`src/inc/maf_defs.svh`:
```
// register map, field positions, reset values and timing constants
// Overview of operation
// with deferral checking on, a held-off transmitter stops deferring after 10,000 bit times.
// the deferral timer restarts from zero each time a post-collision back-off finishes.
// with deferral checking off, the transmitter defers for as long as the medium is busy.
// frames leave the transmit buffer only while transmitter_enable is set.
// arriving frames are taken from the PHY only while the receive enable is set.
// station_address_high holds address bits 47:32 in its low half; the upper half is reserved.
// station_address_low holds address bits 31:0 across its whole width.
// a programmed configuration memory found at power-on loads both station address registers.
// memory bytes 0x01-0x04 fill station_address_low LSB first; 0x05 and 0x06 fill the high half.
// address low bits 7:0 is the first byte on the wire, up to high bits 15:8 as the sixth.
// software overwrites the station address only after power-on loading has completed; the block does not enforce this and accepts host writes at any time.
// a six-bit hash index picks high or low hash register by its top bit, then the bit.
// a multicast frame is accepted when the selected hash bit is one, else rejected.
// with pass_all_multicast set, every multicast frame is accepted.
// multicast_hash_high holds table bits 63:32 and multicast_hash_low bits 31:0.
// the hash index is the top six bits of the CRC-32 over the destination address.
`ifndef MAF_DEFS_SVH
`define MAF_DEFS_SVH

// register indices
`define MAF_IDX_CTRL 4'h1
`define MAF_IDX_ADDR_HI 4'h2
`define MAF_IDX_ADDR_LO 4'h3
`define MAF_IDX_HASH_HI 4'h4
`define MAF_IDX_HASH_LO 4'h5
`define MAF_IDX_STATUS 4'h9

// reset values
`define MAF_RST_ADDR_HI 16'hFFFF
`define MAF_RST_ADDR_LO 32'h0FFFFFFF
`define MAF_RST_HASH 32'h00000000
`define MAF_RST_CTRL 4'h4

// control bits
`define MAF_CTRL_RX_EN 0
`define MAF_CTRL_TX_EN 1
`define MAF_CTRL_DEFER_CHK 2
`define MAF_CTRL_PASS_MC 3

// status bits
`define MAF_STAT_INIT 0
`define MAF_STAT_DEFER 1
`define MAF_STAT_EXCESS 2

// configuration memory byte locations
`define MAF_EE_FIRST 8'h01
`define MAF_EE_LAST 8'h06
`define MAF_EE_LO_BYTES 3'h4

// deferral limit
`define MAF_DEFER_BITS 10000
`define MAF_BIT_TIME_NS 10
`define MAF_CLK_NS 4
`define MAF_DEFER_CYC ((`MAF_DEFER_BITS * `MAF_BIT_TIME_NS + `MAF_CLK_NS - 1) / `MAF_CLK_NS)

// crc and address framing
`define MAF_CRC_POLY 32'hEDB88320
`define MAF_CRC_INIT 32'hFFFFFFFF
`define MAF_DA_BYTES 3'h6

`endif

```
`src/inc/maf_pkg.sv`:
```
// shared types of the address filter and configuration block
package maf_pkg;

    // transmit deferral states
    typedef enum logic [3:0] {
        MAF_DF_IDLE = 4'b0001,
        MAF_DF_WAIT = 4'b0010,
        MAF_DF_GO = 4'b0100,
        MAF_DF_SEND = 4'b1000
    } maf_defer_state_t;

endpackage

```
`src/rtl/maf_defer.sv`:
```
// transmit deferral timer and start control
`include "maf_defs.svh"
module maf_defer
    import maf_pkg::*;
#(
    parameter int DEFER_CYC = `MAF_DEFER_CYC,
    parameter int CNT_W = $clog2(DEFER_CYC + 1)
) (
    // clock and reset
    input wire logic mclk,
    input wire logic srst,
    // control
    input wire logic tx_enable,
    input wire logic defer_check,
    // transmit path
    input wire logic tx_req,
    input wire logic medium_busy,
    input wire logic backoff_done,
    input wire logic tx_done,
    output logic tx_start,
    output logic deferring,
    output logic defer_timeout
);
    localparam logic [CNT_W-1:0] LIMIT = CNT_W'(DEFER_CYC - 1);

    maf_defer_state_t st_q, st_d;
    logic [CNT_W-1:0] cnt_q, cnt_d;
    logic start_d, to_d;

    // next state of deferral
    always_comb
    begin
        st_d = st_q;
        cnt_d = cnt_q;
        to_d = 1'b0;
        unique case (st_q)
            MAF_DF_IDLE:
            begin
                cnt_d = '0;
                if (tx_req && tx_enable)
                    st_d = MAF_DF_WAIT;
            end
            MAF_DF_WAIT:
            begin
                if (!tx_enable)
                    st_d = MAF_DF_IDLE;
                else if (!medium_busy)
                    st_d = MAF_DF_GO;
                else if (defer_check && cnt_q == LIMIT)
                begin
                    st_d = MAF_DF_GO;
                    to_d = 1'b1;
                end
                else if (defer_check)
                    cnt_d = cnt_q + 1'b1;
                // without checking the wait has no limit R3
            end
            MAF_DF_GO:
                st_d = MAF_DF_SEND;
            MAF_DF_SEND:
            begin
                if (backoff_done)
                begin
                    cnt_d = '0;
                    st_d = MAF_DF_WAIT;
                end
                else if (tx_done)
                    st_d = MAF_DF_IDLE;
            end
        endcase
        start_d = (st_d == MAF_DF_GO);
    end

    // deferral registers
    always_ff @(posedge mclk)
    begin
        if (srst)
        begin
            st_q <= MAF_DF_IDLE;
            cnt_q <= '0;
            tx_start <= 1'b0;
            deferring <= 1'b0;
            defer_timeout <= 1'b0;
        end
        else
        begin
            st_q <= st_d;
            cnt_q <= cnt_d;
            tx_start <= start_d;
            deferring <= (st_d == MAF_DF_WAIT);
            defer_timeout <= to_d;
        end
    end

endmodule // maf_defer

```
`src/rtl/maf_hash.sv`:
```
// destination address filter: perfect match and multicast hash
`include "maf_defs.svh"
module maf_hash
    import maf_pkg::*;
(
    // clock and reset
    input wire logic mclk,
    input wire logic srst,
    // configuration
    input wire logic rx_enable,
    input wire logic pass_all_multicast,
    input wire logic [47:0] station_addr,
    input wire logic [63:0] hash_table,
    // receive byte stream
    input wire logic rx_sof,
    input wire logic rx_valid,
    input wire logic [7:0] rx_data,
    // verdict
    output logic rx_accept,
    output logic rx_reject
);
    logic [31:0] crc_q, crc_d;
    logic [2:0] cnt_q, cnt_d;
    logic mc_q, mc_d, eq_q, eq_d, acc_d, rej_d;
    logic [5:0] idx;

    // one byte of reflected crc-32
    function automatic logic [31:0] crc_byte(input logic [31:0] c, input logic [7:0] d);
        logic [31:0] r;
        r = c ^ {24'h000000, d};
        for (int i = 0; i < 8; i++)
            r = r[0] ? ((r >> 1) ^ `MAF_CRC_POLY) : (r >> 1);
        return r;
    endfunction

    // byte walk through the destination address
    always_comb
    begin
        crc_d = crc_q;
        cnt_d = cnt_q;
        mc_d = mc_q;
        eq_d = eq_q;
        acc_d = 1'b0;
        rej_d = 1'b0;
        idx = '0;
        if (rx_enable && rx_valid && (rx_sof || cnt_q != '0))
        begin
            crc_d = crc_byte(rx_sof ? `MAF_CRC_INIT : crc_q, rx_data);
            // first wire byte meets address bits 7:0 R10
            if (rx_sof)
            begin
                mc_d = rx_data[0];
                eq_d = (rx_data == station_addr[7:0]);
                cnt_d = 3'h1;
            end
            else
            begin
                eq_d = eq_q && (rx_data == station_addr[8*cnt_q +: 8]);
                cnt_d = cnt_q + 3'h1;
            end
            idx = crc_d[31:26];
            if (cnt_d == `MAF_DA_BYTES)
            begin
                cnt_d = '0;
                if (mc_d)
                    acc_d = pass_all_multicast || hash_table[idx];
                else
                    acc_d = eq_d;
                rej_d = !acc_d;
            end
        end
    end

    // filter registers
    always_ff @(posedge mclk)
    begin
        if (srst)
        begin
            crc_q <= `MAF_CRC_INIT;
            cnt_q <= '0;
            mc_q <= 1'b0;
            eq_q <= 1'b0;
            rx_accept <= 1'b0;
            rx_reject <= 1'b0;
        end
        else
        begin
            crc_q <= crc_d;
            cnt_q <= cnt_d;
            mc_q <= mc_d;
            eq_q <= eq_d;
            rx_accept <= acc_d;
            rx_reject <= rej_d;
        end
    end

endmodule // maf_hash

```
`src/rtl/maf_top.sv`:
```
// mac address filter and configuration block with register port
`include "maf_defs.svh"
module maf_top
    import maf_pkg::*;
#(
    parameter int DEFER_CYC = `MAF_DEFER_CYC
) (
    // clock and reset
    input wire logic mclk,
    input wire logic srst,
    // register port
    input wire logic [3:0] reg_addr,
    input wire logic [31:0] reg_wdata,
    input wire logic reg_wr,
    input wire logic reg_rd,
    output logic [31:0] reg_rdata,
    // configuration memory loader
    input wire logic ee_present,
    input wire logic ee_valid,
    input wire logic [7:0] ee_addr,
    input wire logic [7:0] ee_data,
    input wire logic ee_done,
    // transmit side
    input wire logic tx_req,
    input wire logic medium_busy,
    input wire logic backoff_done,
    input wire logic tx_done,
    output logic tx_start,
    // receive side
    input wire logic rx_sof,
    input wire logic rx_valid,
    input wire logic [7:0] rx_data,
    output logic rx_accept,
    output logic rx_reject,
    // state
    output logic init_done
);
    logic [15:0] addr_hi_q, addr_hi_d;
    logic [31:0] addr_lo_q, addr_lo_d;
    logic [31:0] hash_hi_q, hash_hi_d;
    logic [31:0] hash_lo_q, hash_lo_d;
    logic [3:0] ctrl_q, ctrl_d;
    logic init_q, init_d;
    logic excess_q, excess_d;
    logic [31:0] rdata_d;
    logic [31:0] status;
    logic [7:0] ee_off;
    logic ee_hit;
    logic deferring, defer_timeout;

    // configuration memory byte position
    assign ee_off = ee_addr - `MAF_EE_FIRST;
    assign ee_hit = ee_present && ee_valid && !init_q
        && ee_addr >= `MAF_EE_FIRST && ee_addr <= `MAF_EE_LAST;

    // status word
    always_comb
    begin
        status = '0;
        status[`MAF_STAT_INIT] = init_q;
        status[`MAF_STAT_DEFER] = deferring;
        status[`MAF_STAT_EXCESS] = excess_q;
    end

    // next values of the register file
    always_comb
    begin
        addr_hi_d = addr_hi_q;
        addr_lo_d = addr_lo_q;
        hash_hi_d = hash_hi_q;
        hash_lo_d = hash_lo_q;
        ctrl_d = ctrl_q;
        init_d = init_q || ee_done;
        excess_d = excess_q;
        // host writes; the loader is expected done first R11
        if (reg_wr)
        begin
            unique case (reg_addr)
                `MAF_IDX_CTRL: ctrl_d = reg_wdata[3:0];
                `MAF_IDX_ADDR_HI: addr_hi_d = reg_wdata[15:0];
                `MAF_IDX_ADDR_LO: addr_lo_d = reg_wdata;
                `MAF_IDX_HASH_HI: hash_hi_d = reg_wdata;
                `MAF_IDX_HASH_LO: hash_lo_d = reg_wdata;
                `MAF_IDX_STATUS:
                    if (reg_wdata[`MAF_STAT_EXCESS])
                        excess_d = 1'b0;
                default: ;
            endcase
        end
        // timeout event wins over a clear in the same cycle
        if (defer_timeout)
            excess_d = 1'b1;
        // power-on load of station address, lsb first R9
        if (ee_hit)
        begin
            if (ee_off[2:0] < `MAF_EE_LO_BYTES)
                addr_lo_d[8*ee_off[1:0] +: 8] = ee_data;
            else
                addr_hi_d[8*ee_off[0] +: 8] = ee_data;
        end
    end

    // read mux, answer in the next cycle
    always_comb
    begin
        rdata_d = '0;
        if (reg_rd)
        begin
            unique case (reg_addr)
                `MAF_IDX_CTRL: rdata_d = {28'h0000000, ctrl_q};
                `MAF_IDX_ADDR_HI: rdata_d = {16'h0000, addr_hi_q};
                `MAF_IDX_ADDR_LO: rdata_d = addr_lo_q;
                `MAF_IDX_HASH_HI: rdata_d = hash_hi_q;
                `MAF_IDX_HASH_LO: rdata_d = hash_lo_q;
                `MAF_IDX_STATUS: rdata_d = status;
                default: rdata_d = '0;
            endcase
        end
    end

    // register file flops
    always_ff @(posedge mclk)
    begin
        if (srst)
        begin
            addr_hi_q <= `MAF_RST_ADDR_HI;
            addr_lo_q <= `MAF_RST_ADDR_LO;
            hash_hi_q <= `MAF_RST_HASH;
            hash_lo_q <= `MAF_RST_HASH;
            ctrl_q <= `MAF_RST_CTRL;
            init_q <= 1'b0;
            excess_q <= 1'b0;
            reg_rdata <= '0;
            init_done <= 1'b0;
        end
        else
        begin
            addr_hi_q <= addr_hi_d;
            addr_lo_q <= addr_lo_d;
            hash_hi_q <= hash_hi_d;
            hash_lo_q <= hash_lo_d;
            ctrl_q <= ctrl_d;
            init_q <= init_d;
            excess_q <= excess_d;
            reg_rdata <= rdata_d;
            init_done <= init_d;
        end
    end

    // transmit deferral
    maf_defer #(
        .DEFER_CYC(DEFER_CYC)
    ) u_defer (
        .mclk(mclk),
        .srst(srst),
        .tx_enable(ctrl_q[`MAF_CTRL_TX_EN]),
        .defer_check(ctrl_q[`MAF_CTRL_DEFER_CHK]),
        .tx_req(tx_req),
        .medium_busy(medium_busy),
        .backoff_done(backoff_done),
        .tx_done(tx_done),
        .tx_start(tx_start),
        .deferring(deferring),
        .defer_timeout(defer_timeout)
    );

    // receive address filter
    maf_hash u_hash (
        .mclk(mclk),
        .srst(srst),
        .rx_enable(ctrl_q[`MAF_CTRL_RX_EN]),
        .pass_all_multicast(ctrl_q[`MAF_CTRL_PASS_MC]),
        .station_addr({addr_hi_q, addr_lo_q}),
        .hash_table({hash_hi_q, hash_lo_q}),
        .rx_sof(rx_sof),
        .rx_valid(rx_valid),
        .rx_data(rx_data),
        .rx_accept(rx_accept),
        .rx_reject(rx_reject)
    );

endmodule // maf_top

```
`config.mk`:
```
export PLATFORM = sky130hd
export DESIGN_NAME = maf_top
export DESIGN_NICKNAME = d
export VERILOG_FILES = /design/src/inc/maf_pkg.sv /design/src/rtl/maf_defer.sv /design/src/rtl/maf_hash.sv /design/src/rtl/maf_top.sv
export VERILOG_INCLUDE_DIRS = /design/src /design/src/inc
export SDC_FILE = /design/constraint.sdc
export NUM_CORES = 1
export LEC_CHECK = 0
export ABC_AREA = 1
export BUFFER_PORTS_ARGS = -buffer_cell sky130_fd_sc_hd__buf_2
export CAP_MARGIN = 20
export CORE_ASPECT_RATIO = 1.5
export CORE_MARGIN = 8
export CORE_UTILIZATION = 46
export CTS_CLUSTER_SIZE = 40
export DETAILED_ROUTE_END_ITERATION = 7
export PLACE_DENSITY = 0.67
export SETUP_SLACK_MARGIN = 0.02
export SYNTH_ARGS = -nofsm -noshare
export SYNTH_HDL_FRONTEND = slang
export SYNTH_SLANG_ARGS = --single-unit
```
`constraint.sdc`:
```
create_clock -name mclk -period 2.4 [get_ports mclk]
set_input_delay 0.12 -clock mclk [delete_from_list [all_inputs] [get_ports mclk]]
set_output_delay 0.12 -clock mclk [all_outputs]
set_load 0.03 [all_outputs]
```
[Word-level counts from Yosys, hierarchy flattened]
Cells that the tools add are included.
Cells by class
  add/sub/neg operators: 5
  magnitude comparators: 4
  equal/unequal tests: 21
  shift operators: 5
  multiplexer cells: 49
  bitwise operators: 15
  reductions and logical operators: 27
Operators by type and width (number)
  32-bit two-way mux: 13
  32-bit case mux with 6 select lines: 1
  13-bit NOT with 14-bit output: 8
  15-bit two-way mux: 5
  16-bit two-way mux: 4
  48-bit by 7-bit variable part select with 8-bit output: 1
  15-bit case mux with 3 select lines: 1
  4-bit negation with 34-bit output: 1
  5-bit negation with 34-bit output: 1
  8-bit by 34-bit variable shift with 16-bit output, first input constant: 1
  8-bit by 34-bit variable shift with 32-bit output, first input constant: 1
  8-bit by 34-bit variable part select with 16-bit output: 1
  8-bit by 34-bit variable part select with 32-bit output: 1
  32-bit bitwise mux: 1
  32-bit by 8-bit bitwise XOR with 32-bit output: 1
  4-bit two-way mux: 6
  16-bit bitwise mux: 1
  4-bit by 2-bit equality test with 1-bit output, second input constant: 4
  4-bit by 3-bit equality test with 1-bit output, second input constant: 4
  8-bit equality test: 2
  4-bit case mux with 4 select lines: 1
  15-bit by 1-bit adder with 15-bit output, second input constant: 1
  15-bit equality test, second input constant: 1
  1-bit two-way mux: 12
  other kinds (24): 53
Word-level totals
  register bits after elaboration: 211
  input port bits: 73
  output and inout bits: 36
  logic and storage cells: 145

[Longest topological paths before layout]
Gate-level depths: netlist (run 1).
  depth after elaboration: 25
  depth in mapped cells: 22
  gate-level depth less buffers: 22

[Modules after synthesis]
Synthesis (run 1) repeated with hierarchy kept, for this count alone.
Second synthesis, totals
  cell total of the unflattened synthesis: 1928
  area, all modules: 12612.1 um^2
By module, submodules not included
  maf_top: instances 1, cells an instance 1049, area an instance 7041.8 um^2, sequential area each 3002.9 um^2
  maf_hash: instances 1, cells an instance 641, area an instance 4008.8 um^2, sequential area each 780.7 um^2
  maf_defer: instances 1, cells an instance 238, area an instance 1561.5 um^2, sequential area each 440.4 um^2

[Least setup slack after synthesis (run 1)]
OpenSTA, ideal clock, no wires.
  kind: reg-to-reg
  start point: register u_hash.cnt_q[0]
  end point: register u_hash.crc_q[9]
  library setup time: 0.131 ns
  arrival time: 2.229 ns
  required time: 2.269 ns
  slack: 0.041 ns
  cell stages (with the launch flop): 11
  buffers on the path: 4
  clock period less this slack: 2.359 ns
  path through: dfxtp_1 -> clkbuf_1 -> clkinv_1 -> clkbuf_1 -> ha_1 -> a31oi_1 -> inv_1 -> clkbuf_1 -> clkbuf_1 -> a21oi_1 -> o31ai_1
On the way
  word-level cells in the longest chain between the ends: 3
Ends and longest elaborated chain
  from (decl): line maf_hash.sv:23  | logic [2:0] cnt_q, cnt_d;
  from (signal assigned): line maf_hash.sv:89  | cnt_q <= cnt_d;
  3-bit nonzero test: line maf_hash.sv:46  | if (rx_enable && rx_valid && (rx_sof || cnt_q != '0))
  1-bit logical OR: line maf_hash.sv:46
  1-bit logical AND: line maf_hash.sv:46
  to (signal assigned): line maf_hash.sv:79  | crc_q <= `MAF_CRC_INIT;
  to (signal assigned): line maf_hash.sv:88  | crc_q <= crc_d;
  to (decl): line maf_hash.sv:22  | logic [31:0] crc_q, crc_d;
Every way passes these cells.
A chain may end at the register's enable or synchronous reset.

[Final worst setup path (run 1)]
  start point: input ee_addr[0]
  end point: register addr_lo_q[30]
On the way
  word-level cells in the longest chain between the ends: 6
  elaborated cells on any way between the ends: 12
  those cells by class: add/sub: 2; order compare: 3; shift: 2; mux: 3; reduce/logical: 2
Ends and longest elaborated chain
  from (decl): line maf_top.sv:20  | input wire logic [7:0] ee_addr,
  3-bit by 1-bit subtractor with 3-bit output (no line)
  5-bit negation with 34-bit output: line maf_top.sv:97  | addr_lo_d[8*ee_off[1:0] +: 8] = ee_data;
  8-bit by 34-bit variable part select with 32-bit output / 8-bit by 34-bit variable shift with 32-bit output (equally long branches): line maf_top.sv:97
  32-bit bitwise mux: line maf_top.sv:97
  32-bit two-way mux: line maf_top.sv:96  | if (ee_off[2:0] < `MAF_EE_LO_BYTES)
  32-bit two-way mux *: line maf_top.sv:94  | if (ee_hit)
  to (signal assigned): line maf_top.sv:127  | addr_lo_q <= `MAF_RST_ADDR_LO;
  to (signal assigned): line maf_top.sv:139  | addr_lo_q <= addr_lo_d;
  to (decl): line maf_top.sv:39  | logic [31:0] addr_lo_q, addr_lo_d;
Every way passes the cells marked *; elsewhere a longest branch is shown, timed or not.

==> key figures, run 1 <==
Global route
  • First-pass GRT wire length: 64400 µm
  • Most used routing layer: met2
  • Total GRT Usage: 0.277
  • Largest net degree at the start of global routing: 105
  • Met2 usage: 0.475
  • Vias in the first global route: 11400
  • M3 GR Usage: 0.0338
  • Overflow after GRT: 0
  • Met1 global-route usage: 0.317
  • Antenna violations before repair: 0

Route
  • WL/cell: 19.9 µm
  • ANT nets after route: 0
  • Drt pass-1 iters: 6
  • DRC: 0
  • Initial DRC Count: 865
  • Routed Wire Length: 42900 µm
  • Vias: 11900
  • Via density: 5.53

Clock network
  • CTS tree: yes
  • Sink Count: 211
  • Clock slew at reported path FFs: 0.07 ns
  • TritonCTS Buffers: 22
  • Clk_lat worst skew: 0.53 ns
  • CTS max path bufs: 3
  • CTS Root Cell: clkbuf_16
  • H-tree depth: 1

Hold path
  • Worst hold path depth: 3
  • HP Class: input pin to register

Placed design
  • DPL Wire Length: 31600 µm
  • Routability cong.: 0.978
  • Dpl ws: -0.108 ns
  • Port bufs: 108

Synthesis
  • Synth area leader: dfxtp_1
  • Mapped Nets: 1697
  • EDFF count, synth: 0
  • Yosys top cell area share: 0.374
  • Ys Warns: 0
  • Ys flop type: dfxtp_1
  • Unique cell type count in the Yosys netlist: 45
  • Synth top area cells: dfxtp_1, nand2_1, o21ai_0, a21oi_1, inv_1
  • Seq/Total Area, Yosys: 0.374
  • Syn avg cell area: 6.99 µm²
  • Ys async rst share: 0
  • Post-Synthesis Cells: 1615
  • FF+latch count, synth: 211
  • Synth Cell Area: 11300 µm²

Critical path
  • Worst Setup EP: addr_lo_q[30]
  • Worst reg2reg path startpoint: u_hash.cnt_q[0]
  • Reg2Reg Setup Slack: 0.05 ns
  • Worst setup path class: input pin to register
  • Reg2reg end: u_hash.rx_reject
  • Worst R2R Path Depth: 12
  • Crit path launch type: input pin
  • Worst path required time: 2.77 ns
  • CP startpoint: ee_addr[0]
  • CP arrival: 2.73 ns
  • Crit-path max FO: 9
  • CP endpoint kind: register

Timing
  • Min Tclk post-route: 2.36 ns
  • Post-route setup TNS: 0 ns
  • Worst clock skew: 0.0278 ns
  • Max Clk Rate: 423 MHz
  • PnR worst setup slack: 0.0359 ns
  • RSZ-0062 raised after global routing: true
  • Count of final setup violators: 0
  • Worst slew pin tran: 0.821 ns
  • Fin crit share: 0.985
  • Final hold violations: 0
  • Slew Viols, Final: 0
  • Slew margin rel.: 0.453

Run
  • Max-cap violation count: 0

Finish
  • Share of cells above drive strength 1: 0.209
  • Antenna diode count: 0
  • Net count reported at finish: 1896
  • Layout area overhead: 27.3%
  • Fillers: 2353

Run status
  • Outcome: completed

Pwr
  • Switching Fraction: 0.286
  • Tot Pwr: 8.70 mW
  • Clock share of power: 0.414
  • Switching component of the power: 2.49 mW
  • Leakage: 6.36 nW
  • PD cells: 606 nW/µm²
  • Internal power: 6.21 mW
  • Seq pwr share: 0.412
  • Comb pwr share: 0.175
  • Worst vdd rail ir drop: 0.523 mV

Floorplan
  • I/O pin cnt: 109
  • Core Box Area: 24300 µm²
  • Die ar.: 29900 µm²
  • Rows: 70
  • Die height: 208 µm
  • Initial Util: 0.465
  • Die span in x: 144 µm
==> layout by cell type, fill, tap and decap left out, types with 5 or more instances in the layout <==
cell type      count
buf_2            108
nor2_2             9
ha_1               9
nor2_4            10
xor2_1            45
a21oi_1          161
mux2i_1            6
nand3_1          103
or2_2              8
clkbuf_16         27
inv_1            194
a221oi_1          12
nand3_2           18
o31ai_1            8
buf_12             7
nand2_4           10
o21ai_0          187
inv_6              5
o221ai_1          18
dlygate4sd3_1     38
o22ai_1           29
dfxtp_1          206
nor3_1            21
xnor2_1           11
buf_4             95
a31oi_1            5
nand2_2           35
nor2_1           104
o211ai_1          31
buf_6              5
nand4_1            8
nand2_1          224
inv_2             11
==> sequential cells by signal, summed over array words and instances, names as in the netlist, 3 cells and up <==
| name | count |
|---|---|
| u_hash.cnt_q | 3 |
| addr_hi_q | 16 |
| u_hash.crc_q | 32 |
| ctrl_q | 4 |
| hash_hi_q | 32 |
| u_defer.cnt_q | 15 |
| u_defer.st_q | 4 |
| hash_lo_q | 32 |
| addr_lo_q | 32 |
| reg_rdata | 32 |
==> worst min-delay path by stage <==
stage | start | to | slack [ns]
2_1_floorplan | ee_done | init_q | 0.24
3_3_place_gp | ee_done | init_q | 0.33
3_5_place_dp | ee_done | init_q | 0.33
4_1_cts | reg_wdata[4] | hash_hi_q[4] | 0.0002
5_1_grt | reg_wdata[4] | hash_hi_q[4] | 0.01
6_report | reg_wdata[14] | addr_lo_q[14] | 0.006
==> power by group through the flow <==
stage	logic (mW)	registers [mW]	clock network, mW
after floorplan	0.744	3.67	0
after global placement	1.25	3.66	0
after detailed placement	1.25	3.66	0
after CTS	1.31	3.58	3.66
after global routing	1.63	3.58	3.79
final	1.52	3.58	3.60
==> metrics by stage <==
| step | area [µm²] | hold WS [ns] | instances | util |
|---|---|---|---|---|
| floorplan | 11300 | 0.236 | 1615 | - |
| global placement | 12600 | 0.325 | 2054 | 0.520 |
| detailed placement | 12600 | 0.330 | 2054 | 0.520 |
| CTS | 13800 | 0.000232 | 2131 | 0.567 |
| global route | 14400 | 0.0107 | 2153 | 0.592 |
| finish | 14400 | 0.00632 | 2153 | 0.592 |
==> worst max-delay path: stages <==
cell	delay, ns
dlygate4sd3_1	0.52
buf_2	0.20
inv_1	0.15
ha_1	0.27
xnor2_1	0.42
nand2_1	0.09
nor2_1	0.25
clkinv_1	0.34
a21oi_1	0.29
a311oi_1	0.07
==> Yosys cell counts (24+ instances only) <==
master,number
nand2_1,257
dfxtp_1,211
inv_1,198
o21ai_0,188
a21oi_1,161
nand3_1,121
nor2_1,113
clkbuf_1,65
xor2_1,45
o211ai_1,31
o22ai_1,29
nor3_1,24
==> cell families after synthesis <==
logic type | Yosys count | synth area share
simple gates | 563 | 0.219
buf+inv | 293 | 0.101
fa+ha+maj | 9 | 0.00998
xor+xnor | 59 | 0.0508
flops | 211 | 0.374
mux | 10 | 0.00932
compound gates | 470 | 0.235
==> repair_timing <==
| item | 4_1_cts | 5_1_grt |
|---|---|---|
| pin swaps | 0 | 26 |
| hold buffers | 38 | 0 |
| buffers inserted | 0 | 18 |
| gates resized for setup | 2 | 104 |
| hold endpoints to repair | 71 | 0 |
| setup endpoints to repair | 3 | 27 |
| cloned | 0 | 4 |
==> per-layer routing <==
metal / up-vias / routed length (µm)
met2: 493 / 21000
met4: 0 / 3050
met1: 5436 / 16500
met3: 145 / 2440
li1: 5823 / -
met5: - / 0
==> cell type report <==
type / instances / area (µm²) / share of cell area
multi-input combinational: 1111 / 6240 / 0.434
sequential: 211 / 4230 / 0.295
inverter: 211 / 805 / 0.0560
timing repair buffer: 257 / 1930 / 0.134
clock buffer: 26 / 607 / 0.0422
tap: 324 / 405 / 0.0282
clock inverter: 13 / 144 / 0.0100
Power figures use the tool's default switching activity.
==> run 2, diff against run 1 <==
CORE_UTILIZATION = 33   (was 46)
PLACE_DENSITY = unset   (was 0.67)
==> key figures, run 2 (synthesis results as in run 1) <==
Run status
  • Outcome: completed

Run
  • Max-cap violation count: 0 (unchanged)

Timing
  • RSZ-0062 raised after global routing: true
  • Fin crit share: 0.958 (-0.0272)
  • Slew margin rel.: 0.429 (-0.0239)
  • Slew Viols, Final: 0 (unchanged)
  • Max Clk Rate: 435 MHz (+2.8%)
  • Post-route setup TNS: 0 ns (unchanged)
  • Final hold violations: 0 (unchanged)
  • Worst slew pin tran: 0.857 ns (+0.0358 ns)
  • Count of final setup violators: 0 (unchanged)
  • Worst clock skew: 0.0148 ns (-0.0131 ns)
  • Min Tclk post-route: 2.30 ns (-0.0652 ns)

Floorplan
  • Die ar.: 40500 µm² (+35%)
  • Core Box Area: 34000 µm² (+40%)
  • Initial Util: 0.332 (-0.133)
  • Rows: 83 (+19%)
  • Die span in x: 167 µm (+16%)
  • Die height: 242 µm (+17%)
  • I/O pin cnt: 109 (unchanged)

Finish
  • Design Area, Final: 14300 µm² (-0.40%)
  • Final cell count without fillers: 2249 (+4.5%)
  • Share of cells above drive strength 1: 0.194 (-0.0153)
  • Net count reported at finish: 1892 (-0.21%)
  • Most common cell after layout, fill and taps aside: nand2_1
  • Most frequent cells in the layout: nand2_1, dfxtp_1, inv_1
  • Antenna diode count: 0 (unchanged)
  • Layout area overhead: 26.8%

Placed design
  • Port bufs: 108 (unchanged)
  • DP Cell Count: 2151 (+4.7%)
  • Placed instance area: 12700 µm² (+0.76%)
  • DPL Wire Length: 33600 µm (+6.3%)
  • Routability cong.: 0.954 (-2.4%)

Route
  • Max Used Layer: met4
  • Drt pass-1 iters: 5 (-1)
  • Met2 wire length: 22800 µm (+8.9%)
  • Vias: 11900 (-0.0084%)
  • ANT nets after route: 0 (unchanged)
  • Via density: 5.29 (-4.3%)
  • WL/cell: 20.2 µm (+1.6%)
  • Routed Wire Length: 45500 µm (+6.1%)
  • DR WL met3: 2520 µm (+3.4%)
  • Metal1 wirelength: 16800 µm (+2.3%)
  • Initial DRC Count: 1031 (+19%)
  • DRC: 0 (unchanged)

Pwr
  • Leakage: 6.24 nW (-1.9%)
  • Worst vdd rail ir drop: 0.437 mV (-16%)
  • PD cells: 602 nW/µm² (-0.66%)
  • Tot Pwr: 8.61 mW (-1.1%)

Clock network
  • Clock slew at reported path FFs: 0.06 ns (about the same)
  • Sink Count: 211 (unchanged)
  • Clk_lat worst skew: 0.53 ns (about the same)
  • CTS max path bufs: 3 (unchanged)
  • TritonCTS Buffers: 23 (+4.5%)
  • CTS tree: yes
  • CTS Root Cell: clkbuf_16
  • H-tree depth: 1 (unchanged)

Critical path
  • CP arrival: 2.76 ns (+0.03 ns)
  • Crit path launch type: register
  • Worst path required time: 2.86 ns (+0.09 ns)
  • Worst setup path class: register to register
  • CP endpoint kind: register
  • Crit-path max FO: 18 (+9)

Global route
  • Antenna violations before repair: 0 (unchanged)
  • First-pass GRT wire length: 69000 µm (+7.2%)
  • Vias in the first global route: 11600 (+1.9%)
  • Total GRT Usage: 0.218 (-0.0588)
  • Largest net degree at the start of global routing: 105 (unchanged)
  • Overflow after GRT: 0 (unchanged)

Hold path
  • HP Class: input pin to register
## run 2: cell types whose count changed in the layout (fill, tap and decap cells not counted), moves of 3 or more
cell / previous run / this run
buf_4: 95 / 87
clkbuf_1: 1 / 5
clkinv_4: 3 / 0
dfxtp_1: 206 / 203
dlygate4sd3_1: 38 / 45
inv_1: 194 / 191
inv_6: 5 / 0
nand2_1: 224 / 231
nand2_2: 35 / 28
nand3_1: 103 / 117
nand3_2: 18 / 4
## run 2: path summary, 6_finish.rpt
kind / start / end / slack (ns) / cells after the start
setup / recovery: u_hash.crc_q[1] / u_hash.rx_reject / 0.10 / 20
setup reg to reg: u_hash.crc_q[1] / u_hash.rx_reject / 0.10 / 20
hold reg to reg: u_defer.defer_timeout / excess_q / 0.44 / 2
hold / removal: reg_wdata[10] / hash_hi_q[10] / 0.02 / 3
## run 2: report_power, final
group / internal (mW) / switching (mW)
Sequential: 3.55 / 0.0316
Combinational: 0.545 / 0.883
Clock: 2.07 / 1.52
## run 2: worst max-delay path, cell delays in order, from the launching register on
cell	delay, ns
dfxtp_4	0.36
inv_1	0.06
nand2_2	0.06
nor2_2	0.15
nor2_4	0.06
nand2_2	0.08
nand2_4	0.08
nand2_4	0.10
nand2_4	0.06
nand2_4	0.12
buf_6	0.20
nand3_1	0.14
nand3_1	0.11
nand3_1	0.07
nand3_1	0.08
nand2_1	0.06
nand2_1	0.05
nand3_1	0.08
nor2_2	0.16
nor2_2	0.06
nor2_2	0.08
## run 2: layer usage
layer	global-route usage	vias to the layer above
li1	-	5820
met5	0	-
met2	0.392	461
met3	0.0276	133
met1	0.238	5482
met4	0.143	0
## run 2: area by class of cell
class | count | area (µm²)
clock buffers | 31 | 636
clock inverters | 8 | 104
fillers | 3480 | 19700
inverters | 211 | 811
multi-input cells | 1111 | 6140
flip-flops and latches | 211 | 4240
well taps | 425 | 532
repair buffers | 252 | 1850
## run 2: what timing repair did
| action | in CTS | in global routing |
|---|---|---|
| pin swaps | 0 | 37 |
| cloned | 0 | 4 |
| endpoints found under the setup margin | 1 | 18 |
| hold buffers | 45 | 0 |
| resized for setup | 1 | 84 |
| buffers inserted | 0 | 11 |
| hold endpoints to repair | 91 | 0 |
## run 2: through the flow
| step | setup WS (ns) | hold slack, ns | util |
|---|---|---|---|
| CTS | 0.0247 | 0.00109 | 0.409 |
| finish | 0.101 | 0.0190 | 0.421 |
| global route | -0.0396 | 0.0213 | 0.421 |
| global placement | 0.0531 | 0.323 | 0.374 |
| detailed placement | 0.0168 | 0.333 | 0.374 |
| floorplan | 0.0409 | 0.236 | - |
==> run 3, diff against run 2 <==
CORE_UTILIZATION = 53   (was 33)
PLACE_DENSITY = 0.75   (was unset)
clock period = 1.9 ns   (was 2.4 ns; I/O delays follow)
==> key figures, run 3 (synthesis results as in run 1) <==
Run status
  • Outcome: finished with violations
  • Failing checks: setup timing

Timing
  • Min Hold Slack: 0.0186 ns (-0.000468 ns)
  • Worst clock skew: 0.00831 ns (-0.00645 ns)
  • Fin crit share: 1.30 (+0.346)
  • RSZ-0062 raised after global routing: true
  • Min Tclk post-route: 2.48 ns (+0.179 ns)
  • Count of final setup violators: 24 (+24)
  • Slew Viols, Final: 0 (unchanged)
  • PnR worst setup slack: -0.578 ns (-0.679 ns)
  • Final hold violations: 0 (unchanged)
  • Worst slew pin tran: 0.617 ns (-0.240 ns)
  • Post-route setup TNS: -4.50 ns (-4.50 ns)
  • Slew margin rel.: 0.588 (+0.159)
  • Max Clk Rate: 404 MHz (-7.2%)

Clock network
  • H-tree depth: 1 (unchanged)
  • Clk_lat worst skew: 0.52 ns (about the same)
  • Sink Count: 211 (unchanged)
  • CTS tree: yes
  • TritonCTS Buffers: 21 (-8.7%)
  • Clock slew at reported path FFs: 0.07 ns (about the same)
  • CTS max path bufs: 3 (unchanged)
  • CTS Root Cell: clkbuf_16

Finish
  • Layout area overhead: 38.6%
  • Share of cells above drive strength 1: 0.281 (+0.0878)
  • Fin util: 0.745 (+0.324)
  • Most common cell after layout, fill and taps aside: nand2_1
  • Most frequent cells in the layout: nand2_1, dfxtp_1, inv_1
  • Net count reported at finish: 2011 (+6.3%)
  • Design Area, Final: 15600 µm² (+9.3%)
  • Antenna diode count: 0 (unchanged)

Floorplan
  • Die height: 195 µm (-20%)
  • Die ar.: 26300 µm² (-35%)
  • Core Box Area: 21000 µm² (-38%)
  • Rows: 65 (-22%)
  • I/O pin cnt: 109 (unchanged)
  • Die span in x: 135 µm (-19%)
  • Initial Util: 0.538 (+0.205)

Hold path
  • Hold_sp: reg_wr
  • HP Class: input pin to register

Critical path
  • Worst Setup EP: u_hash.rx_reject
  • Worst setup path class: register to register
  • CP endpoint kind: register
  • Crit path launch type: register
  • Worst reg2reg path startpoint: u_hash.crc_q[6]
  • Reg2reg end: u_hash.rx_reject
  • Worst path required time: 2.36 ns (-0.50 ns)
  • CP startpoint: u_hash.crc_q[6]
  • Crit-path max FO: 5 (-13)
  • Worst R2R Path Depth: 21 (+5.0%)
  • CP arrival: 2.94 ns (+0.18 ns)
  • Reg2Reg Setup Slack: -0.58 ns (-0.68 ns)

Global route
  • Largest net degree at the start of global routing: 65 (-38%)
  • Vias in the first global route: 12700 (+9.1%)
  • First-pass GRT wire length: 66900 µm (-3.1%)
  • Overflow after GRT: 0 (unchanged)
  • Antenna violations before repair: 0 (unchanged)
  • Total GRT Usage: 0.317 (+0.0985)

Route
  • Routed Wire Length: 45200 µm (-0.72%)
  • Via density: 5.98 (+13%)
  • Vias: 13200 (+11%)
  • Initial DRC Count: 1241 (+20%)
  • WL/cell: 20.4 µm (+0.94%)
  • ANT nets after route: 0 (unchanged)
  • Drt pass-1 iters: 8 (+3)
  • DRC: 0 (unchanged)

Placed design
  • Port bufs: 108 (unchanged)
  • Placed instance area: 13400 µm² (+5.2%)
  • DPL Wire Length: 31500 µm (-6.2%)
  • Routability cong.: 0.994 (+4.2%)
  • Dpl ws: -0.520 ns (-0.537 ns)

Pwr
  • Worst vdd rail ir drop: 0.791 mV (+81%)
  • PD cells: 702 nW/µm² (+17%)
  • Leakage: 6.99 nW (+12%)

Run
  • Max-cap violation count: 0 (unchanged)
-- run 3: worst min-delay path by stage --
stage | cells past startpoint | slack, ns | end
after floorplan | 2 | 0.21 | init_q
after global placement | 3 | 0.30 | init_q
after detailed placement | 3 | 0.33 | init_q
after CTS | 3 | 0.01 | ctrl_q[2]
after global routing | 3 | 0.05 | reg_rdata[0]
final | 3 | 0.02 | ctrl_q[2]
-- run 3: metal layers --
layer | routed length, µm | part of all wire | global-route usage | vias to the layer above
met4 | 4090 | 0.090 | 0.247 | 0
met5 | 0 | 0 | 0 | -
li1 | - | - | - | 6063
met1 | 16000 | 0.35 | 0.336 | 6138
met3 | 3280 | 0.073 | 0.0532 | 249
met2 | 21900 | 0.48 | 0.544 | 786
-- run 3: layout make-up --
class	instances	area, µm²
clock buffers	33	651
clock inverters	5	53.8
fillers	1577	5340
inverters	211	821
multi-input cells	1111	6550
flip-flops and latches	211	4250
well taps	268	335
repair buffers	373	2980
-- run 3: per-stage QoR --
step                std cells  total power [mW]
CTS                      2205              10.8
global route             2212              11.3
detailed placement       2089              6.29
global placement         2089              6.27
floorplan                1615              5.58
finish                   2212              11.0
-- run 3: report_power, final --
part / total (mW) / switching, mW / internal, mW / leakage [nW]
sequential: 4.52 / 0.0348 / 4.49 / 1.71
clock: 4.31 / 1.82 / 2.49 / 0.351
combinational: 2.15 / 1.25 / 0.901 / 4.93
total: 11.0 / 3.11 / 7.87 / 6.99
-- run 3: worst max-delay path, cell delays in order, from the launching register on --
cell and delay, ns:
dfxtp_2 0.35, nor2_1 0.12, nand2_1 0.08, nand2_2 0.13, inv_2 0.07, nand2_2 0.09, nand2_4 0.07, nand2_4 0.11
nand2_4 0.08, nand2_8 0.11, nand2_8 0.09, buf_12 0.14, buf_6 0.11, o211ai_1 0.18, nand3_1 0.13, nand3_1 0.09
nand2_1 0.05, nand2_1 0.05, nand2_1 0.05, nor2_2 0.16, nor2_2 0.06, nor2_2 0.08
-- run 3: repair_timing --
action,in CTS,in global routing
cloned,3,0
hold buffers,48,0
hold endpoints to repair,111,0
setup endpoints to repair,37,57
pin swaps,43,73
setup buffers,29,17
gates resized for setup,105,109
